**src/vcs_cfg.svh**
```systemverilog
// constants for the plug supply switch and fault controller
`ifndef VCS_CFG_SVH
`define VCS_CFG_SVH
`define VCS_CLK_MHZ 100
`define VCS_DIS_MS 250
`define VCS_ERR_MS 25
`define VCS_OFS_CTRL 8'h00
`define VCS_OFS_ILIM 8'h04
`define VCS_OFS_FLAGS 8'h08
`define VCS_OFS_STAT 8'h0C
`define VCS_CTRL_EN 0
`define VCS_CTRL_LOWUV 1
`define VCS_CTRL_DIS 2
`define VCS_CTRL_UVOFF 3
`define VCS_CTRL_OVOFF 4
`define VCS_CTRL_MASK 8'h1F
`define VCS_CTRL_RST 8'h00
`define VCS_ILIM_RST 4'h0
`define VCS_ILIM_MAX 4'hA
`define VCS_FLG_OCP 0
`define VCS_FLG_OVP 2
`define VCS_FLG_RVP 4
`define VCS_FLG_HOT 6
`define VCS_FLG_CCOVP 7
`endif

```
**src/vcs_pkg.sv**
```systemverilog
// types for the plug supply switch and fault controller
`default_nettype none
package vcs_pkg;
  typedef enum logic [1:0] {
    VCS_STANDBY,
    VCS_UNATT,
    VCS_ATT,
    VCS_ERR
  } vcs_state_e;
endpackage
`default_nettype wire

```
**src/vcs_ctrl.sv**
```systemverilog
// plug supply switch control, fault flags and error recovery
`include "vcs_cfg.svh"
`default_nettype none
module vcs_ctrl #(
  parameter int DIS_CYC = `VCS_DIS_MS * 1000 * `VCS_CLK_MHZ,
  parameter int ERR_CYC = `VCS_ERR_MS * 1000 * `VCS_CLK_MHZ
) (
  input wire logic clk,
  input wire logic sys_rst,
  input wire logic [7:0] reg_addr,
  input wire logic [7:0] reg_wdata,
  input wire logic reg_we,
  input wire logic reg_re,
  output logic [7:0] reg_rdata,
  input wire logic [3:0] nvm_ilim,
  input wire logic nvm_discharge_en,
  input wire logic nvm_standby_en,
  input wire logic [1:0] sw_overcurrent,
  input wire logic [1:0] sw_overvolt,
  input wire logic [1:0] sw_reverse,
  input wire logic over_temp,
  input wire logic plug_supply_ok,
  input wire logic [1:0] ra_seen,
  input wire logic wired_cc2,
  input wire logic sink_valid,
  input wire logic conn_detect,
  input wire logic pullup_supply_ok,
  input wire logic cc_overvoltage,
  input wire logic bus_voltage_in_range,
  input wire logic supply_undervolt,
  input wire logic supply_overvolt,
  output logic [1:0] plug_switch_on,
  output logic uvlo_low_sel,
  output logic [3:0] ilim_code,
  output logic plug_discharge_on,
  output logic bus_discharge_on,
  output logic cc_term_on,
  output logic monitors_on,
  output logic bus_power_enable_out,
  output logic bus_power_enable_oe_n,
  output logic alert_n
);
  // ****************************************
  // parameter checks
  // ****************************************
  if (DIS_CYC < 1 || ERR_CYC < 1 || DIS_CYC >= 2**30 || ERR_CYC >= 2**30) begin : g_chk
    $error("vcs_ctrl: counts out of range");
  end

  localparam int CW = 30;
  localparam logic [CW-1:0] DIS_LD = CW'(DIS_CYC);
  localparam logic [CW-1:0] ERR_LD = CW'(ERR_CYC - 1);

  // ****************************************
  // input synchronisers
  // ****************************************
  logic [17:0] ain;
  logic [17:0] s1_r;
  logic [17:0] s2_r;
  assign ain = {sw_overcurrent, sw_overvolt, sw_reverse, over_temp, plug_supply_ok,
                ra_seen, wired_cc2, sink_valid, conn_detect, pullup_supply_ok,
                cc_overvoltage, bus_voltage_in_range, supply_undervolt, supply_overvolt};

  // reset to the no-fault levels: pull-up ok and bus in range read high,
  // since zeros here would fake a recovery trigger after every reset
  localparam logic [17:0] SYNC_IDLE = 18'h0_0014;

  // two stages per comparator, s1 feeds only s2
  always_ff @(posedge clk or posedge sys_rst) begin
    if (sys_rst) begin
      s1_r <= SYNC_IDLE;
      s2_r <= SYNC_IDLE;
    end else begin
      s1_r <= ain;
      s2_r <= s1_r;
    end
  end

  logic [1:0] ocp_s, ovp_s, rvp_s, ra_s;
  logic hot_s, pres_s, wired2_s, sink_s, conn_s, pu_s, ccov_s, bus_s, uv_s, ov_s;
  assign {ocp_s, ovp_s, rvp_s, hot_s, pres_s, ra_s, wired2_s, sink_s, conn_s,
          pu_s, ccov_s, bus_s, uv_s, ov_s} = s2_r;

  // ****************************************
  // control state
  // ****************************************
  vcs_pkg::vcs_state_e state_r, state_nxt;
  logic init_r, init_nxt;
  logic sby_r, sby_nxt;
  logic [7:0] ctrl_r, ctrl_nxt;
  logic [3:0] ilim_r, ilim_nxt;
  logic [CW-1:0] dis_r, dis_nxt;
  logic [CW-1:0] err_r, err_nxt;
  logic [7:0] flags_r, flags_nxt;
  logic lost_r, lost_nxt;
  logic pres_d_r, pres_d_nxt;
  logic [1:0] sw_r, sw_nxt;
  logic oe_n_r, oe_n_nxt;
  logic alert_n_r, alert_n_nxt;
  logic [7:0] rdata_r, rdata_nxt;
  logic [7:0] fset;
  logic att, mon, err_trig, vdd_ok, rd_flags, rd_stat;

  // next values for the whole controller
  always_comb begin
    state_nxt = state_r;
    init_nxt = 1'b1;
    sby_nxt = sby_r;
    ctrl_nxt = ctrl_r;
    ilim_nxt = ilim_r;
    dis_nxt = (dis_r != '0) ? dis_r - CW'(1) : dis_r;
    err_nxt = err_r;
    att = (state_r == vcs_pkg::VCS_ATT);
    mon = (state_r != vcs_pkg::VCS_STANDBY); // monitors dark in standby
    vdd_ok = (ctrl_r[`VCS_CTRL_UVOFF] || !uv_s) && (ctrl_r[`VCS_CTRL_OVOFF] || !ov_s);
    // fault sources that force a detach
    err_trig = mon && (hot_s || !pu_s || ccov_s || (att && (!bus_s || !vdd_ok)));
    rd_flags = reg_re && (reg_addr == `VCS_OFS_FLAGS);
    rd_stat = reg_re && (reg_addr == `VCS_OFS_STAT);
    // start-up defaults come from config memory one cycle after release
    if (!init_r) begin
      ilim_nxt = (nvm_ilim > `VCS_ILIM_MAX) ? `VCS_ILIM_MAX : nvm_ilim;
      ctrl_nxt[`VCS_CTRL_DIS] = nvm_discharge_en;
      sby_nxt = nvm_standby_en;
      if (nvm_standby_en) begin
        state_nxt = vcs_pkg::VCS_STANDBY;
      end
    end else begin
      // software writes; limit code clamps so it never leaves the range
      if (reg_we && reg_addr == `VCS_OFS_CTRL) begin
        ctrl_nxt = reg_wdata & `VCS_CTRL_MASK;
      end
      if (reg_we && reg_addr == `VCS_OFS_ILIM) begin
        ilim_nxt = (reg_wdata[7:4] != 4'h0 || reg_wdata[3:0] > `VCS_ILIM_MAX) ?
                   `VCS_ILIM_MAX : reg_wdata[3:0];
      end
      unique case (state_r)
        vcs_pkg::VCS_STANDBY: begin
          if (conn_s) begin
            state_nxt = vcs_pkg::VCS_UNATT; // wake on connection
          end
        end
        vcs_pkg::VCS_UNATT: begin
          if (err_trig) begin
            state_nxt = vcs_pkg::VCS_ERR;
            err_nxt = ERR_LD;
          end else if (sink_s) begin
            state_nxt = vcs_pkg::VCS_ATT;
          end
        end
        vcs_pkg::VCS_ATT: begin
          if (err_trig) begin
            state_nxt = vcs_pkg::VCS_ERR;
            err_nxt = ERR_LD;
          end else if (!sink_s) begin
            dis_nxt = DIS_LD; // detach starts the discharge window
            state_nxt = sby_r ? vcs_pkg::VCS_STANDBY : vcs_pkg::VCS_UNATT;
          end
        end
        vcs_pkg::VCS_ERR: begin
          if (err_r != '0) begin
            err_nxt = err_r - CW'(1);
          end else if (!err_trig) begin
            // a trigger still present holds recovery, so a hot die stays off
            state_nxt = sby_r ? vcs_pkg::VCS_STANDBY : vcs_pkg::VCS_UNATT;
          end
        end
      endcase
    end
    // per-switch drive: only the unwired pin, all gates met
    for (int i = 0; i < 2; i++) begin
      sw_nxt[i] = ctrl_r[`VCS_CTRL_EN] && att && (wired2_s == (i == 0)) && ra_s[i] &&
                  pres_s && !hot_s && !ovp_s[i] && !rvp_s[i] && !err_trig;
    end
    // fault events; reverse only counts while the switch conducts
    fset = 8'h00;
    if (mon) begin
      fset[`VCS_FLG_OCP +: 2] = ocp_s;
      fset[`VCS_FLG_OVP +: 2] = ovp_s;
      fset[`VCS_FLG_RVP +: 2] = rvp_s & sw_r;
      fset[`VCS_FLG_HOT] = hot_s;
      fset[`VCS_FLG_CCOVP] = ccov_s;
    end
    // read clears, but a new event in the same cycle wins
    flags_nxt = (rd_flags ? 8'h00 : flags_r) | fset;
    pres_d_nxt = pres_s;
    lost_nxt = (rd_stat ? 1'b0 : lost_r) | (mon && pres_d_r && !pres_s);
    alert_n_nxt = !((|flags_nxt) || lost_nxt);
    oe_n_nxt = !(att && vdd_ok && bus_s && !err_trig);
    unique case (reg_addr)
      `VCS_OFS_CTRL: rdata_nxt = ctrl_r;
      `VCS_OFS_ILIM: rdata_nxt = {4'h0, ilim_r};
      `VCS_OFS_FLAGS: rdata_nxt = flags_r;
      `VCS_OFS_STAT: rdata_nxt = {2'b00, bus_s, pu_s, 2'(state_r), lost_r, pres_s};
      default: rdata_nxt = 8'h00;
    endcase
    if (!reg_re) begin
      rdata_nxt = 8'h00;
    end
  end

  // register stage for the whole controller
  always_ff @(posedge clk or posedge sys_rst) begin
    if (sys_rst) begin
      state_r <= vcs_pkg::VCS_UNATT;
      init_r <= 1'b0;
      sby_r <= 1'b0;
      ctrl_r <= `VCS_CTRL_RST;
      ilim_r <= `VCS_ILIM_RST;
      dis_r <= '0;
      err_r <= '0;
      flags_r <= 8'h00;
      lost_r <= 1'b0;
      pres_d_r <= 1'b0;
      sw_r <= 2'b00;
      oe_n_r <= 1'b1;
      alert_n_r <= 1'b1;
      rdata_r <= 8'h00;
    end else begin
      state_r <= state_nxt;
      init_r <= init_nxt;
      sby_r <= sby_nxt;
      ctrl_r <= ctrl_nxt;
      ilim_r <= ilim_nxt;
      dis_r <= dis_nxt;
      err_r <= err_nxt;
      flags_r <= flags_nxt;
      lost_r <= lost_nxt;
      pres_d_r <= pres_d_nxt;
      sw_r <= sw_nxt;
      oe_n_r <= oe_n_nxt;
      alert_n_r <= alert_n_nxt;
      rdata_r <= rdata_nxt;
    end
  end

  // ****************************************
  // outputs
  // ****************************************
  // bus enable is open drain: pin held low, enable decides
  assign bus_power_enable_out = 1'b0;
  assign bus_power_enable_oe_n = oe_n_r;
  assign plug_switch_on = sw_r;
  assign uvlo_low_sel = ctrl_r[`VCS_CTRL_LOWUV]; // comparator level pick
  assign ilim_code = ilim_r;
  assign plug_discharge_on = (dis_r != '0) && ctrl_r[`VCS_CTRL_DIS];
  assign bus_discharge_on = (dis_r != '0) || (state_r == vcs_pkg::VCS_ERR);
  assign cc_term_on = (state_r != vcs_pkg::VCS_ERR);
  assign monitors_on = mon;
  assign alert_n = alert_n_r;
  assign reg_rdata = rdata_r;
endmodule
`default_nettype wire

```
**config.mk**
```make
export PLATFORM = sky130hd
export DESIGN_NAME = vcs_ctrl
export DESIGN_NICKNAME = d
export VERILOG_FILES = /design/src/vcs_pkg.sv /design/src/vcs_ctrl.sv
export VERILOG_INCLUDE_DIRS = /design/src
export SDC_FILE = /design/constraint.sdc
export NUM_CORES = 1
export LEC_CHECK = 0
export BUFFER_PORTS_ARGS = -buffer_cell sky130_fd_sc_hd__buf_2
export CAP_MARGIN = 20
export CORE_UTILIZATION = 40
export CTS_CLUSTER_SIZE = 16
export DETAILED_ROUTE_END_ITERATION = 6
export SLEW_MARGIN = 30
export SYNTH_ARGS = -nofsm -noshare
export SYNTH_HDL_FRONTEND = slang
export SYNTH_SLANG_ARGS = --single-unit
```
**constraint.sdc**
```tcl
create_clock -name clk -period 8.3 [get_ports clk]
set_clock_uncertainty 0.05 [all_clocks]
set_input_delay 2.075 -clock clk [delete_from_list [all_inputs] [get_ports clk]]
set_output_delay 2.075 -clock clk [all_outputs]
set_load 0.02 [all_outputs]
```
# Word-level counts from Yosys, hierarchy flattened
# Index checks and enable logic that the tools add are counted.
# word_totals
output_inout_bits	22
inputBits	44
register_bits	131
wordCells	135
# classes
addsub	2
n_eq_ne	16
bitwise	4
n_mux	30
n_lt_le_gt_ge	2
n_reduce_logical	64
# ops
operator	n
$mux W30	7
$pmux W30 S2	1
$reduce_bool A30 Y1	2
$sub A30 B1 Y30 const B	2
$pmux W8 S4	1
$logic_and A1 B1 Y1	28
$mux W8	3
$mux W2	9
$eq A8 B4 Y1 const B	2
$mux W4	4
$logic_not A1 Y1	14
$logic_or A1 B1 Y1	9
$ne A3 B3 Y1 const B	3
$eq A8 B3 Y1 const B	1
$gt A4 B4 Y1 const B	2
$logic_not A8 Y1	1
$or A8 B8 Y8	1
$pmux W2 S4	1
$reduce_or A8 Y1	1
$ne A2 B1 Y1 const B	3
$reduce_and A6 Y1	1
$reduce_bool A2 Y1	3
$eq A2 B2 Y1 const B	2
$ne A2 B2 Y1 const B	2
13 further kinds	15

# Depth between registers and ports, before layout
# logic_depth
word_depth	12
ltp_mapped	9
depth_no_buf	8

# Worst setup path after synthesis
# No wires, ideal clock.
# synth_timing
path_type	register to output
from	reg dis_r[0]
to	out plug_discharge_on
path_buffers	0
required_time_ns	6.175
path_stages_with_launch	7
arrival_time_ns	1.807
slack_ns	4.368
cell_sequence	dfrtp_1 inv_1 ha_1 or3b_2 nor4_4 nand3_1 and2_1
# synth_via
elab_chain_cells	2
# synth_rtl
element	line	source
start, declared	vcs_ctrl.sv:92	logic [CW-1:0] dis_r, dis_nxt;
start signal, assigned	vcs_ctrl.sv:225	dis_r <= dis_nxt;
$reduce_bool A30 Y1	vcs_ctrl.sv:246	assign plug_discharge_on = (dis_r != '0) && ctrl_r[`VCS_CTRL_DIS];
$logic_and A1 B1 Y1	vcs_ctrl.sv:246	
end, declared	vcs_ctrl.sv:35	output logic plug_discharge_on,
# No other way between the ends.

# Final worst setup path
# Ends and elaborated chain as after synthesis.

==> run summary <==
### Synth
• **fraction of registers with async set or reset after synthesis** 100%
• **Cells after Synth** 558
• **post-synth cell types** 75
• **most used flip-flop cell after synthesis** sky130_fd_sc_hd__dfrtp_1
• **mean instance size in the synthesized netlist** 10.9 um^2
• **Ys Warns** 0
• **net count of the mapped netlist** 610
• **Synth area leader** sky130_fd_sc_hd__dfrtp_1
• **netlist area before placement** 6070 um^2
• **share of the yosys chip area belonging to registers** 54.1%
• **most numerous cell types in the synthesized netlist** 124 x sky130_fd_sc_hd__dfrtp_1, 56 x sky130_fd_sc_hd__nor2_1, 55 x sky130_fd_sc_hd__nand2_1, 25 x sky130_fd_sc_hd__xnor2_1, 22 x sky130_fd_sc_hd__nor4_1
• **number of flip-flops and latches in the synthesized netlist** 131
• **EDFF count, synth** 0
• **area share of the largest cell type after synthesis** 51.1%
• **most used standard cell by instance count after synthesis** sky130_fd_sc_hd__dfrtp_1
• **top area cells in the synthesized netlist** sky130_fd_sc_hd__dfrtp_1 51%, sky130_fd_sc_hd__xnor2_1 3.6%, sky130_fd_sc_hd__nor2_1 3.5%

### Final layout
• **final layout net count** 680
• **area added between synthesis and finish** 17.5%
• **share of the core filled with cells** 48.5%
• **multi-input gate area in the final layout** 2640 um^2
• **# fillers** 1344
• **number of cells in the finished layout apart from fillers** 825
• **Register Area** 3290 um^2
• **ant diodes** 0
• **share of cells above drive strength 1** 21.8%

### Setup path
• **FF-to-FF End** err_r[12]$_DFFE_PP0P_
• **worst setup slack for register-to-register paths** 5190 ps
• **classification of the worst setup path** reg2out
• **path depth of the worst reg2reg path** 8
• **cells along the critical path** inv_1 -> ha_1 -> or3b_2 -> nor4_4 -> nand3_1 -> and2_1 -> buf_2
• **Worst Path Arrival** 2460 ps
• **slowest stage cell, crit path** sky130_fd_sc_hd__or3b_2
• **data required time at the worst endpoint** 6180 ps
• **critical path peak fanout** 5
• **endpoint class of the critical path** output pin
• **startpoint of the most critical register-to-register path** state_r[0]$_DFFE_PP1P_
• **Worst path max stage delay** 510 ps
• **critical path startpoint category** flop

### Placement
• **routability-driven placement congestion ratio** 0.816
• **detailed placer's ending HPWL** 9390 um
• **number of buffers added on ports** 64
• **placed insts** 793

### Hold path
• **hold path startpoint** s1_r[6]$_DFF_PP0_
• **WHS Path Cells** 0
• **end point of the most critical hold path** s2_r[6]$_DFF_PP0_
• **worst min-delay path class** reg2reg

### Status
• **violations in the final reports** design-rule violations
• **status** finished, violations left

### STA
• **Final Hold Slack** 297 ps
• **post-route clock period utilization** 55.2%
• **Max-Slew Margin vs Limit** 42.8%
• **final hold viol count** 0
• **unrepaired setup endpoints after global routing** false
• **Finish-stage setup viols** 0
• **Max Clk Rate** 218 MHz
• **final slew viol count** 0
• **pin slew with the least headroom to its limit** 854 ps
• **Total Negative Setup Slacks** 0 ps
• **minimum clock period** 4580 ps

### CTS
• **total CTS buffers** 17
• **clock-pin slew reported for the worst setup and hold paths after clock tree synthesis** 60 ps
• **post-CTS setup buffers** 0
• **later-pin clock latency in the skew report** 420 ps
• **Bufs on Longest Clock Path** 2
• **CTS sink count** 131
• **H-tree depth** 4
• **TritonCTS clock tree** done
• **Resize count post-CTS** 0
• **cell chosen for the clock root** sky130_fd_sc_hd__clkbuf_16
• **number of hold buffers added after cts** 0

### Floorplan
• **Horiz. Die Dim** 125 um
• **Core Area** 14700 um^2
• **standard-cell row count** 44
• **Ports** 66
• **area of the die** 15700 um^2
• **vertical extent of the die** 125 um
• **Initial Utilization** 41.3%

### Drt
• **Antenna Violating Nets Remaining** 0
• **total wirelength of the detailed-routed design** 13600 um
• **wire length per cell** 16.4 um
• **number of remaining DRC errors** 8
• **count of TritonRoute iterations in the first routing pass** 7
• **total number of vias** 4468
• **routed vias/inst** 5.42
• **number of violations reported at the end of detailed-routing iteration 0** 342

### Pwr
• **overall power of the completed layout** 1.94 mW
• **peak ir drop on the vdd network** 0.148 mV
• **power density cells** 272 nW/um^2
• **Static Leakage** 3.08 nW

### GRT
• **largest net degree at the start of global routing** 73
• **vias in the first global route** 4482
• **total global-route track usage** 18.5%
• **global-route wire length before repair** 22800 um
• **overflow left after global routing** 0
• **antenna violations before repair** 0

### Job
• **Max-cap violations** 0

cells in the final DEF (no fill, tap or decap), drive strengths merged, types with 7 or more instances in the layout:
| master | count |
|---|---|
| dfstp | 7 |
| nor4 | 29 |
| clkbuf | 19 |
| buf | 66 |
| nand3 | 18 |
| ha | 8 |
| nor3 | 15 |
| nand2 | 55 |
| a21oi | 15 |
| or3 | 12 |
| mux2i | 7 |
| xnor2 | 25 |
| dfrtp | 124 |
| o21ai | 20 |
| and3 | 9 |
| nor2 | 57 |
| or4 | 15 |
| xor2 | 13 |
| inv | 22 |
| nand4 | 10 |
how the worst max path moves through the flow:
stage	from	end	slack, ps	depth (start not counted)
after floorplan	sys_rst	ctrl_r[0]$_DFFE_PP0P_	2690	1
after global placement	dis_r[0]$_DFF_PP0_	plug_discharge_on	4210	7
after detailed placement	reg_addr[1]	alert_n$_DFF_PP1_	4120	6
after CTS	dis_r[0]$_DFF_PP0_	plug_discharge_on	3690	7
after global routing	dis_r[0]$_DFF_PP0_	plug_discharge_on	3540	7
final	dis_r[0]$_DFF_PP0_	plug_discharge_on	3720	7
layout make-up:
cell class	count	share of cell area (%)
Timing Repair Buffer	66	4.75
Clock buffer	19	6.21
Inverter	18	0.982
Tap cell	184	3.23
Clock inverter	13	1.77
Sequential cell	131	46.1
Multi-Input combinational cell	394	37.0
critical path, delay by kind of cell (launching register included):
family,cells,cell delay [ps]
flops,1,400
simple gates,4,1270
buf+inv,2,220
fa+ha+maj,1,150
flip-flops by register name, summed over array words and instances (netlist names):
register / count
pres_d_r: 1
plug_switch_on: 2
state_r: 2
init_r: 1
ilim_code: 4
dis_r: 30
lost_r: 1
flags_r: 8
err_r: 30
ctrl_r: 5
alert_n: 1
sby_r: 1
bus_power_enable_oe_n: 1
s1_r: 18
reg_rdata: 8
s2_r: 18
kinds of logic after synthesis:
group / Yosys count / synth area share [%]
other: 2 / 0.124
AOI/OAI and AO/OA: 78 / 9.07
and+or+nand+nor: 254 / 23.8
adders and majority gates: 8 / 1.65
DFF: 131 / 54.1
xor gates and xnor gates: 38 / 5.48
muxes: 14 / 3.19
buffers and inverters: 33 / 2.51
metrics by stage:
stage	instance area (um^2)	setup slack, ps
finish	7130	3720
global route	7130	3540
CTS	7130	3690
detailed placement	6560	4120
global placement	6560	4210
floorplan	6070	2690
metal layers:
layer	vias up	part of all wire (%)	track usage (%)
li1	2152	-	-
met3	18	3.7	4.71
met2	100	47	28.2
met5	-	0	0
met1	2198	48	25.8
met4	0	1.3	6.03
power breakdown:
| group | internal [mW] | total [mW] | switching (mW) |
|---|---|---|---|
| Clock | 0.425 | 0.717 | 0.292 |
| Sequential | 0.729 | 0.823 | 0.0939 |
| Combinational | 0.152 | 0.400 | 0.248 |
No activity file was read; power rests on OpenSTA's default activity.
